**src/rtl/pbisf_pkg.sv**
```systemverilog
// ==========================================================================
// Shared constants and types
package pbisf_pkg;

   // =======================================================================
   // Widths
   localparam int unsigned FLAG_W  = 9;
   localparam int unsigned OFS_W   = 8;
   localparam int unsigned DATA_W  = 32;
   localparam int unsigned TMR_W   = 16;

   // =======================================================================
   // Register byte offsets
   localparam logic [7:0] OFS_STATUS   = 8'h00;
   localparam logic [7:0] OFS_ENABLE   = 8'h04;
   localparam logic [7:0] OFS_CLEAR    = 8'h08;
   localparam logic [7:0] OFS_RTY_LIM  = 8'h0C;
   localparam logic [7:0] OFS_RTY_CNT  = 8'h10;
   localparam logic [7:0] OFS_LIVE     = 8'h14;

   // =======================================================================
   // Status bit positions
   localparam int unsigned BIT_WR_BUS_ERR  = 0;
   localparam int unsigned BIT_RD_BUS_ERR  = 1;
   localparam int unsigned BIT_RTY_EXPIRED = 2;
   localparam int unsigned BIT_DR_DROPPED  = 3;
   localparam int unsigned BIT_TA_ISSUED   = 4;
   localparam int unsigned BIT_TA_RECEIVED = 5;
   localparam int unsigned BIT_MA_RECEIVED = 6;
   localparam int unsigned BIT_SERR_DRIVEN = 7;
   localparam int unsigned BIT_PARITY      = 8;

   // Live state bit positions
   localparam int unsigned LIVE_SERR       = 0;
   localparam int unsigned LIVE_DR_HELD    = 1;
   localparam int unsigned LIVE_RTY_ACTIVE = 2;

   // =======================================================================
   // Reset values
   localparam logic [8:0]  FLAG_RESET   = 9'h000;
   localparam logic [8:0]  ENABLE_RESET = 9'h000;
   localparam logic [31:0] RTY_RESET    = 32'h0000_0000;
   localparam logic [31:0] WORD_ZERO    = 32'h0000_0000;

   // =======================================================================
   // Bus codes
   localparam logic [1:0] HTRANS_NONSEQ = 2'h2;
   localparam logic [2:0] HSIZE_WORD    = 3'h2;
   localparam logic       HRESP_OKAY    = 1'b0;

   // =======================================================================
   // Delayed read hold time, in controller clocks
   localparam int unsigned DISCARD_EXP    = 15;
   localparam int unsigned DISCARD_CLOCKS = 2 ** DISCARD_EXP;
   localparam int unsigned DISCARD_CYCLES = DISCARD_CLOCKS * 1;

   // =======================================================================
   // Types
   typedef enum logic [0:0] {
      RT_IDLE   = 1'b0,
      RT_ACTIVE = 1'b1
   } pbisf_rty_state_t;

   typedef struct packed {
      logic parity_error_seen;
      logic master_abort_received;
      logic target_abort_received;
      logic target_abort_issued;
      logic local_read_bus_error;
      logic local_write_bus_error;
   } pbisf_evt_t;

   typedef struct packed {
      logic       wr;
      logic       rd;
      logic [7:0] ofs;
   } pbisf_aphase_t;

   // Offset compare
   function automatic logic ofs_hit(input logic [7:0] ofs, input logic [7:0] target);
      ofs_hit = (ofs == target);
   endfunction : ofs_hit

endpackage : pbisf_pkg

```
**src/rtl/pbisf_status_regs.sv**
```systemverilog
`timescale 1ns/1ps
// ==========================================================================
// Summary of operation
// - A PCI parity error sets status bit 8, which software clears by writing one to bit 8 of the clear register.
// - Driving the system error pin sets status bit 7.
// - A master abort on an own PCI master access sets status bit 6.
// - A target abort received on an own PCI master access sets status bit 5.
// - Ending a transfer as target with target abort sets status bit 4.
// - Delayed read data unclaimed for 2^15 clocks is dropped and sets bit 3.
// - Retry limit expiry abandons the retried access and sets bit 2.
// - A bus error on an internal bus read as master sets status bit 1.
// - A bus error on an internal bus write as master sets status bit 0.
// - A status bit requests the interrupt only while its enable bit is one.
// ==========================================================================
module pbisf_status_regs #(
   parameter int unsigned DISCARD_CYCLES = pbisf_pkg::DISCARD_CYCLES
) (
   // Clock and reset
   input  wire logic                  hclk,
   input  wire logic                  hresetn,
   // AHB-Lite slave
   input  wire logic                  hsel,
   input  wire logic [31:0]           haddr,
   input  wire logic [1:0]            htrans,
   input  wire logic                  hwrite,
   input  wire logic [2:0]            hsize,
   input  wire logic [31:0]           hwdata,
   input  wire logic                  hready,
   output logic                       hreadyout,
   output logic                       hresp,
   output logic      [31:0]           hrdata,
   // Bridge engine events
   input  wire pbisf_pkg::pbisf_evt_t evt,
   input  wire logic                  system_error_request,
   // Delayed read data hold
   input  wire logic                  dr_data_loaded,
   input  wire logic                  dr_data_claimed,
   output logic                       delayed_read_data_dropped,
   // Retried master access
   input  wire logic                  rty_access_start,
   input  wire logic                  rty_retry_seen,
   input  wire logic                  rty_access_done,
   output logic                       retry_limit_expired,
   // System error pin, open drain
   output logic                       system_error_out_n_o,
   output logic                       system_error_out_n_oe,
   // Interrupt
   output logic                       irq
);

   // =======================================================================
   // Declarations
   pbisf_pkg::pbisf_aphase_t    aph_q;
   pbisf_pkg::pbisf_aphase_t    aph_d;
   pbisf_pkg::pbisf_rty_state_t rty_state_q;
   pbisf_pkg::pbisf_rty_state_t rty_state_d;

   logic [8:0]  flags;
   logic [8:0]  flag_set;
   logic [8:0]  flag_clr;
   logic [8:0]  enable_q;
   logic [8:0]  enable_d;
   logic [31:0] rty_lim_q;
   logic [31:0] rty_lim_d;
   logic [31:0] rty_cnt_q;
   logic [31:0] rty_cnt_d;
   logic [31:0] rdata_d;
   logic [31:0] live_word;
   logic        serr_drive_q;
   logic        rty_expire_d;
   logic        rty_expire_q;
   logic        rty_limit_on;
   logic        rty_at_limit;
   logic        dr_active;
   logic        dr_expire;
   logic        irq_d;
   logic        aph_valid;
   logic        wr_enable;
   logic        wr_clear;
   logic        wr_rty_lim;

   // =======================================================================
   // Bus answer, zero wait, always OKAY
   assign hreadyout = 1'b1;
   assign hresp     = pbisf_pkg::HRESP_OKAY;

   // Address phase capture, word transfers only
   assign aph_valid = hsel && hready && (htrans == pbisf_pkg::HTRANS_NONSEQ)
                      && (hsize == pbisf_pkg::HSIZE_WORD);
   assign aph_d.wr  = aph_valid && hwrite;
   assign aph_d.rd  = aph_valid && !hwrite;
   assign aph_d.ofs = haddr[7:0];

   // Address phase register
   always_ff @(posedge hclk or negedge hresetn) begin
      if (!hresetn) begin
         aph_q <= '0;
      end else begin
         aph_q <= aph_d;
      end
   end

   // =======================================================================
   // Write decode in the data phase
   assign wr_enable  = aph_q.wr && pbisf_pkg::ofs_hit(aph_q.ofs, pbisf_pkg::OFS_ENABLE);
   assign wr_clear   = aph_q.wr && pbisf_pkg::ofs_hit(aph_q.ofs, pbisf_pkg::OFS_CLEAR);
   assign wr_rty_lim = aph_q.wr && pbisf_pkg::ofs_hit(aph_q.ofs, pbisf_pkg::OFS_RTY_LIM);

   // Next values of software registers
   assign enable_d  = wr_enable  ? hwdata[8:0] : enable_q;
   assign rty_lim_d = wr_rty_lim ? hwdata      : rty_lim_q;
   assign flag_clr  = wr_clear   ? hwdata[8:0] : 9'h000;

   // Enable and retry limit storage
   always_ff @(posedge hclk or negedge hresetn) begin
      if (!hresetn) begin
         enable_q  <= pbisf_pkg::ENABLE_RESET;
         rty_lim_q <= pbisf_pkg::RTY_RESET;
      end else begin
         enable_q  <= enable_d;
         rty_lim_q <= rty_lim_d;
      end
   end

   // =======================================================================
   // Read data selection, registered into the data phase
   assign live_word = {29'h0000_0000,
                       (rty_state_q == pbisf_pkg::RT_ACTIVE),
                       dr_active,
                       serr_drive_q};

   // Status and state readback
   always_comb begin
      rdata_d = pbisf_pkg::WORD_ZERO;
      if (aph_d.rd) begin
         case (aph_d.ofs)
            pbisf_pkg::OFS_STATUS:  rdata_d = {23'h000000, flags};
            pbisf_pkg::OFS_ENABLE:  rdata_d = {23'h000000, enable_q};
            pbisf_pkg::OFS_RTY_LIM: rdata_d = rty_lim_q;
            pbisf_pkg::OFS_RTY_CNT: rdata_d = rty_cnt_q;
            pbisf_pkg::OFS_LIVE:    rdata_d = live_word;
            default:                rdata_d = pbisf_pkg::WORD_ZERO;
         endcase
      end
   end

   // Read data register
   always_ff @(posedge hclk or negedge hresetn) begin
      if (!hresetn) begin
         hrdata <= pbisf_pkg::WORD_ZERO;
      end else begin
         hrdata <= rdata_d;
      end
   end

   // =======================================================================
   // System error pin, driven low while requested
   always_ff @(posedge hclk or negedge hresetn) begin
      if (!hresetn) begin
         serr_drive_q <= 1'b0;
      end else begin
         serr_drive_q <= system_error_request;
      end
   end

   assign system_error_out_n_o  = 1'b0;
   assign system_error_out_n_oe = serr_drive_q;

   // =======================================================================
   // Delayed read hold timer
   pbisf_hold_timer #(
      .CW    (pbisf_pkg::TMR_W),
      .LIMIT (DISCARD_CYCLES)
   ) u_hold_timer (
      .clk    (hclk),
      .rst_n  (hresetn),
      .start  (dr_data_loaded),
      .claim  (dr_data_claimed),
      .active (dr_active),
      .expire (dr_expire)
   );

   assign delayed_read_data_dropped = dr_expire;

   // =======================================================================
   // Retry limit counter, zero limit disables
   assign rty_limit_on = (rty_lim_q != pbisf_pkg::RTY_RESET);
   assign rty_at_limit = (rty_cnt_q + 32'h0000_0001) >= rty_lim_q;
   assign rty_expire_d = (rty_state_q == pbisf_pkg::RT_ACTIVE) && rty_retry_seen
                         && rty_limit_on && rty_at_limit;

   // Retry state and count selection
   always_comb begin
      rty_state_d = rty_state_q;
      rty_cnt_d   = rty_cnt_q;
      case (rty_state_q)
         pbisf_pkg::RT_IDLE: begin
            if (rty_access_start) begin
               rty_state_d = pbisf_pkg::RT_ACTIVE;
               rty_cnt_d   = pbisf_pkg::RTY_RESET;
            end
         end
         pbisf_pkg::RT_ACTIVE: begin
            if (rty_expire_d || rty_access_done) begin
               rty_state_d = pbisf_pkg::RT_IDLE;
            end else if (rty_retry_seen) begin
               rty_cnt_d = rty_cnt_q + 32'h0000_0001;
            end
         end
         default: begin
            rty_state_d = pbisf_pkg::RT_IDLE;
            rty_cnt_d   = pbisf_pkg::RTY_RESET;
         end
      endcase
   end

   // Retry state register
   always_ff @(posedge hclk or negedge hresetn) begin
      if (!hresetn) begin
         rty_state_q  <= pbisf_pkg::RT_IDLE;
         rty_cnt_q    <= pbisf_pkg::RTY_RESET;
         rty_expire_q <= 1'b0;
      end else begin
         rty_state_q  <= rty_state_d;
         rty_cnt_q    <= rty_cnt_d;
         rty_expire_q <= rty_expire_d;
      end
   end

   assign retry_limit_expired = rty_expire_q;

   // =======================================================================
   // Flag set sources
   assign flag_set[pbisf_pkg::BIT_PARITY]      = evt.parity_error_seen;
   assign flag_set[pbisf_pkg::BIT_SERR_DRIVEN] = serr_drive_q;
   assign flag_set[pbisf_pkg::BIT_MA_RECEIVED] = evt.master_abort_received;
   assign flag_set[pbisf_pkg::BIT_TA_RECEIVED] = evt.target_abort_received;
   assign flag_set[pbisf_pkg::BIT_TA_ISSUED]   = evt.target_abort_issued;
   assign flag_set[pbisf_pkg::BIT_DR_DROPPED]  = dr_expire;
   assign flag_set[pbisf_pkg::BIT_RTY_EXPIRED] = rty_expire_q;
   assign flag_set[pbisf_pkg::BIT_RD_BUS_ERR]  = evt.local_read_bus_error;
   assign flag_set[pbisf_pkg::BIT_WR_BUS_ERR]  = evt.local_write_bus_error;

   // Sticky status flags
   pbisf_flag_bank #(
      .W (pbisf_pkg::FLAG_W)
   ) u_flags (
      .clk   (hclk),
      .rst_n (hresetn),
      .set   (flag_set),
      .clr   (flag_clr),
      .q     (flags)
   );

   // =======================================================================
   // Interrupt, enabled flags only
   assign irq_d = |(flags & enable_q);

   // Interrupt register
   always_ff @(posedge hclk or negedge hresetn) begin
      if (!hresetn) begin
         irq <= 1'b0;
      end else begin
         irq <= irq_d;
      end
   end

endmodule : pbisf_status_regs

```
**src/rtl/pbisf_flag_bank.sv**
```systemverilog
`timescale 1ns/1ps
// ==========================================================================
// Sticky flags, set beats clear
module pbisf_flag_bank #(
   parameter int unsigned W = 9
) (
   // Clock and reset
   input  wire logic         clk,
   input  wire logic         rst_n,
   // Set and clear strobes
   input  wire logic [W-1:0] set,
   input  wire logic [W-1:0] clr,
   // Flag state
   output logic      [W-1:0] q
);

   logic [W-1:0] q_d;

   // Set wins over clear in the same cycle
   assign q_d = (q & ~clr) | set;

   // Flag storage
   always_ff @(posedge clk or negedge rst_n) begin
      if (!rst_n) begin
         q <= '0;
      end else begin
         q <= q_d;
      end
   end

endmodule : pbisf_flag_bank

```
**src/rtl/pbisf_hold_timer.sv**
```systemverilog
`timescale 1ns/1ps
// ==========================================================================
// Hold timer for prefetched delayed read data
module pbisf_hold_timer #(
   parameter int unsigned CW    = 16,
   parameter int unsigned LIMIT = 32768
) (
   // Clock and reset
   input  wire logic clk,
   input  wire logic rst_n,
   // Data held and claimed strobes
   input  wire logic start,
   input  wire logic claim,
   // Timer state
   output logic      active,
   output logic      expire
);

   localparam logic [CW-1:0] LAST = CW'(LIMIT - 1);

   logic [CW-1:0] cnt_q;
   logic [CW-1:0] cnt_d;
   logic          active_d;
   logic          at_last;
   logic          expire_d;

   // Next state selection
   assign at_last  = active && (cnt_q == LAST);
   assign expire_d = at_last && !start && !claim;
   assign active_d = start || (active && !claim && !at_last);
   assign cnt_d    = start ? '0 : (active ? cnt_q + 1'b1 : cnt_q);

   // Counter and expiry pulse
   always_ff @(posedge clk or negedge rst_n) begin
      if (!rst_n) begin
         cnt_q  <= '0;
         active <= 1'b0;
         expire <= 1'b0;
      end else begin
         cnt_q  <= cnt_d;
         active <= active_d;
         expire <= expire_d;
      end
   end

endmodule : pbisf_hold_timer

```
**config.mk**
```make
export PLATFORM = sky130hd
export DESIGN_NAME = pbisf_status_regs
export DESIGN_NICKNAME = d
export VERILOG_FILES = /design/src/rtl/pbisf_pkg.sv /design/src/rtl/pbisf_status_regs.sv /design/src/rtl/pbisf_flag_bank.sv /design/src/rtl/pbisf_hold_timer.sv
export SDC_FILE = /design/constraint.sdc
export NUM_CORES = 1
export LEC_CHECK = 0
export BUFFER_PORTS_ARGS = -buffer_cell sky130_fd_sc_hd__buf_2
export CAP_MARGIN = 25
export CORE_ASPECT_RATIO = 0.9
export CORE_UTILIZATION = 61
export CTS_BUF_LIST = sky130_fd_sc_hd__clkbuf_8 sky130_fd_sc_hd__clkbuf_16
export CTS_CLUSTER_DIAMETER = 150
export DETAILED_ROUTE_END_ITERATION = 6
export PLACE_DENSITY = 0.86
export SETUP_SLACK_MARGIN = 0.4
export SLEW_MARGIN = 15
export SYNTH_ARGS = -nofsm -noshare
export SYNTH_HDL_FRONTEND = slang
export SYNTH_SLANG_ARGS = --single-unit
```
**constraint.sdc**
```tcl
create_clock -name hclk -period 5.9 [get_ports hclk]
set_input_delay 0.885 -clock hclk [delete_from_list [all_inputs] [get_ports hclk]]
set_output_delay 0.885 -clock hclk [all_outputs]
set_load 0.1 [all_outputs]
```
==> qor.yml <==
clocking:
  clk_pin_slew_ps: 60
  h-tree-depth: 4
  insertion_delay_ps: 440
  cts_max_path_buffers: 2
  cts_buffers: 17
  clock-sinks: 145
  post_cts_buffers: 0
  cts_hold_buf: 0
  cts_tree: "yes"
  cts_root_buf: "clkbuf_16"
  cts_resized: 0
cells_and_area:
  fin_nets: 896
  n_antenna_cell: 0
  area_growth_pct: 15.5
  drive_gt1_share_pct: 26.4
floorplan:
  rows: 37
  pin_count: 125
  floorplan.initialDensity_pct: 63.7
  die_area_sq_um: 12600
  die_h_um: 107
  die_w_um: 118
  coreArea_sq_um: 11700
global_routing:
  track_usage_pct: 29.8
  grt_pass1_vias: 5892
  grt_max_degree: 83
  grt.overflow.total: 0
  antenna_found_initial: 0
  grt_pass1_wl_um: 28900
logic_synthesis:
  yosysWarnings: 0
  synth_top_cells_by_area: "dfrtp_1, mux2_2, ha_1"
  avgSynthCellArea_sq_um: 10.8
  synth.most_common_cell: "dfrtp_1"
  syn_inst: 687
  synth_top_cell_area_share_pct: 48.8
  yosysSeqAreaShare_pct: 48.8
  yosysTopAreaCell: "dfrtp_1"
  synth.distinct_cells: 68
  synth_flop_cell: "dfrtp_1"
  synth_enable_flop_cells: 0
  syn_area_sq_um: 7430
  synth_common_cells: "dfrtp_1, nand2_1, mux2_2"
  synthArstFlopShare_pct: 100
  synth-seq-cells: 145
sta:
  finalClockSkew_ps: 7.11
  relSlewSlack_pct: 47.9
  finalCritPeriodShare_pct: 76.0
  tightest_slew_ps: 777
  rsz0062_at_grt: "no"
  setup_violations: 0
  whs_ps: 419
  setup_ws_ps: 1420
  tns_ps: 0
  drv_slew: 0
  fin_crit_ps: 4480
  finalHoldViolCount: 0
  fmax_ghz: 0.223
setup_path:
  cp.arrival_ps: 4800
  critical_path_class: "reg -> reg"
  crit_fanout: 24
  cp.required_ps: 6220
  path_cells: "ha_1, nand3_2, nor4_4, nand4_1, nor2_1, xor2_1, ha_1, nand4_1, nor3_1, a221oi_1, nor3b_2, a21o_4, nand2_2, a221o_1"
  slowest_delay_ps: 480
  cp-start-kind: "flip-flop"
  critPathBufInv: 0
  worst_path_max_delay_cell: "a221o_1"
  cp_top_family: "simple AND/OR/NAND/NOR gates"
  crit_path_end_kind: "flip-flop"
route:
  drc: 0
  ant_nets: 0
  drt_iter0_drc: 606
  viasPerCell: 6.22
  routed_wl_um: 17700
  drt_pass1_iterations: 5
  wl_per_cell_um: 18.7
  route.vias.total: 5865
power:
  switching_share_pct: 24.2
  combPwrFrac_pct: 7.4
  power.switching_uw: 552
  power.leakage_nw: 4.01
  clkPwrFrac_pct: 46.1
  finalPower_mw: 2.28
  vdd_drop_max_uv: 267
  power_frac_seq_pct: 46.5
  intPower_mw: 1.72
  power_density_nw_per_um2: 265
placed_design:
  gp_congestion: 0.916
  pre_cts_ws_ps: 1530
  portBuffers: 97
  hpwlAfterDp_um: 11800
run:
  cap_violations: 0
run_status:
  status: "complete, no violations"
hold_path:
  hold_path.class: "in -> async"
-- worst paths after layout --
kind                                          startpoint                         to  slack, ps  depth (start not counted)
setup / recovery                rty_cnt_q[1]$_DFFE_PN0P_  rty_cnt_q[13]$_DFFE_PN0P_       1420                         14
max in group asynchronous                        hresetn  rty_lim_q[28]$_DFFE_PN0P_       4300                          3
hold / removal                                   hresetn         aph_q[5]$_DFF_PN0_        420                          1
min in group hclk          u_hold_timer.expire$_DFF_PN0_     u_flags.q[3]$_DFF_PN0_        460                          1
setup reg to reg                rty_cnt_q[1]$_DFFE_PN0P_  rty_cnt_q[13]$_DFFE_PN0P_       1420                         14
hold reg to reg            u_hold_timer.expire$_DFF_PN0_     u_flags.q[3]$_DFF_PN0_        460                          1
-- area by class of cell --
cell class	instances	area, sq um
repair buffers	103	557
multi-input cells	469	3480
fillers	809	3090
clock buffers	19	453
well taps	156	195
flip-flops and latches	145	3630
clock inverters	11	115
inverters	40	153
-- worst register-to-register path, cell delays in order (launching register included) --
cell	delay, ps
dfrtp_1	460
ha_1	250
nand3_2	180
nor4_4	460
nand4_1	340
nor2_1	310
xor2_1	170
ha_1	260
nand4_1	190
nor3_1	90
a221oi_1	240
nor3b_2	370
a21o_4	240
nand2_2	350
a221o_1	480
-- routing by layer --
metal | vias to the layer above | global-route usage (%) | wire length, um
met5 | - | 0 | 0
met4 | 0 | 11.5 | 448
met3 | 43 | 7.45 | 1310
met2 | 271 | 50.6 | 8800
met1 | 2891 | 36.8 | 7090
li1 | 2660 | - | -
-- logic make-up (layout without fill, tap and decap cells) --
logic type,Yosys count,in the layout,share of synthesized area (%)
AND/OR/NAND/NOR,204,204,14.6
multiplexers,51,51,7.71
AO/OA/AOI/OAI,138,138,13.8
XOR/XNOR,39,39,4.70
adder cells (fa/ha/maj),34,34,5.72
other,2,3,0.101
buffers and inverters,74,173,4.55
flip-flops,145,145,48.8
-- metrics by stage --
stage	area (sq um)	std cells	util, %
floorplan	7440	688	-
global placement	7980	912	68.4
detailed placement	7980	912	68.4
CTS	8550	942	73.3
global route	8580	943	73.6
finish	8580	943	73.6
-- power by group through the flow --
stage / Sequential, mW / Combinational [mW] / Clock (mW)
after floorplan: 1.06 / 0.0996 / 0
after global placement: 1.07 / 0.155 / 0
after detailed placement: 1.07 / 0.163 / 0
after CTS: 1.06 / 0.166 / 1.06
after global routing: 1.06 / 0.185 / 1.11
final: 1.06 / 0.168 / 1.05
-- placed cells by master, fill, tap and decap left out, drive strengths merged, types with 15 or more instances in the layout --
cell type	n
inv	40
mux2	50
clkbuf	19
xnor2	26
a22o	20
a21oi	24
a22oi	35
a21o	15
buf	103
o21ai	16
nand4	20
ha	34
nor2	49
nand3	18
dfrtp	145
nand2	52
-- state kept, by name, summed over array words and instances (netlist names) --
| name | count |
|---|---|
| u_hold_timer.active | 1 |
| hrdata | 32 |
| rty_cnt_q | 32 |
| u_flags.q | 9 |
| system_error_out_n_oe | 1 |
| u_hold_timer.cnt_q | 16 |
| rty_lim_q | 32 |
| irq | 1 |
| u_hold_timer.expire | 1 |
| rty_state_q | 1 |
| enable_q | 9 |
| aph_q | 9 |
| retry_limit_expired | 1 |
Power figures use the tool's default switching activity.
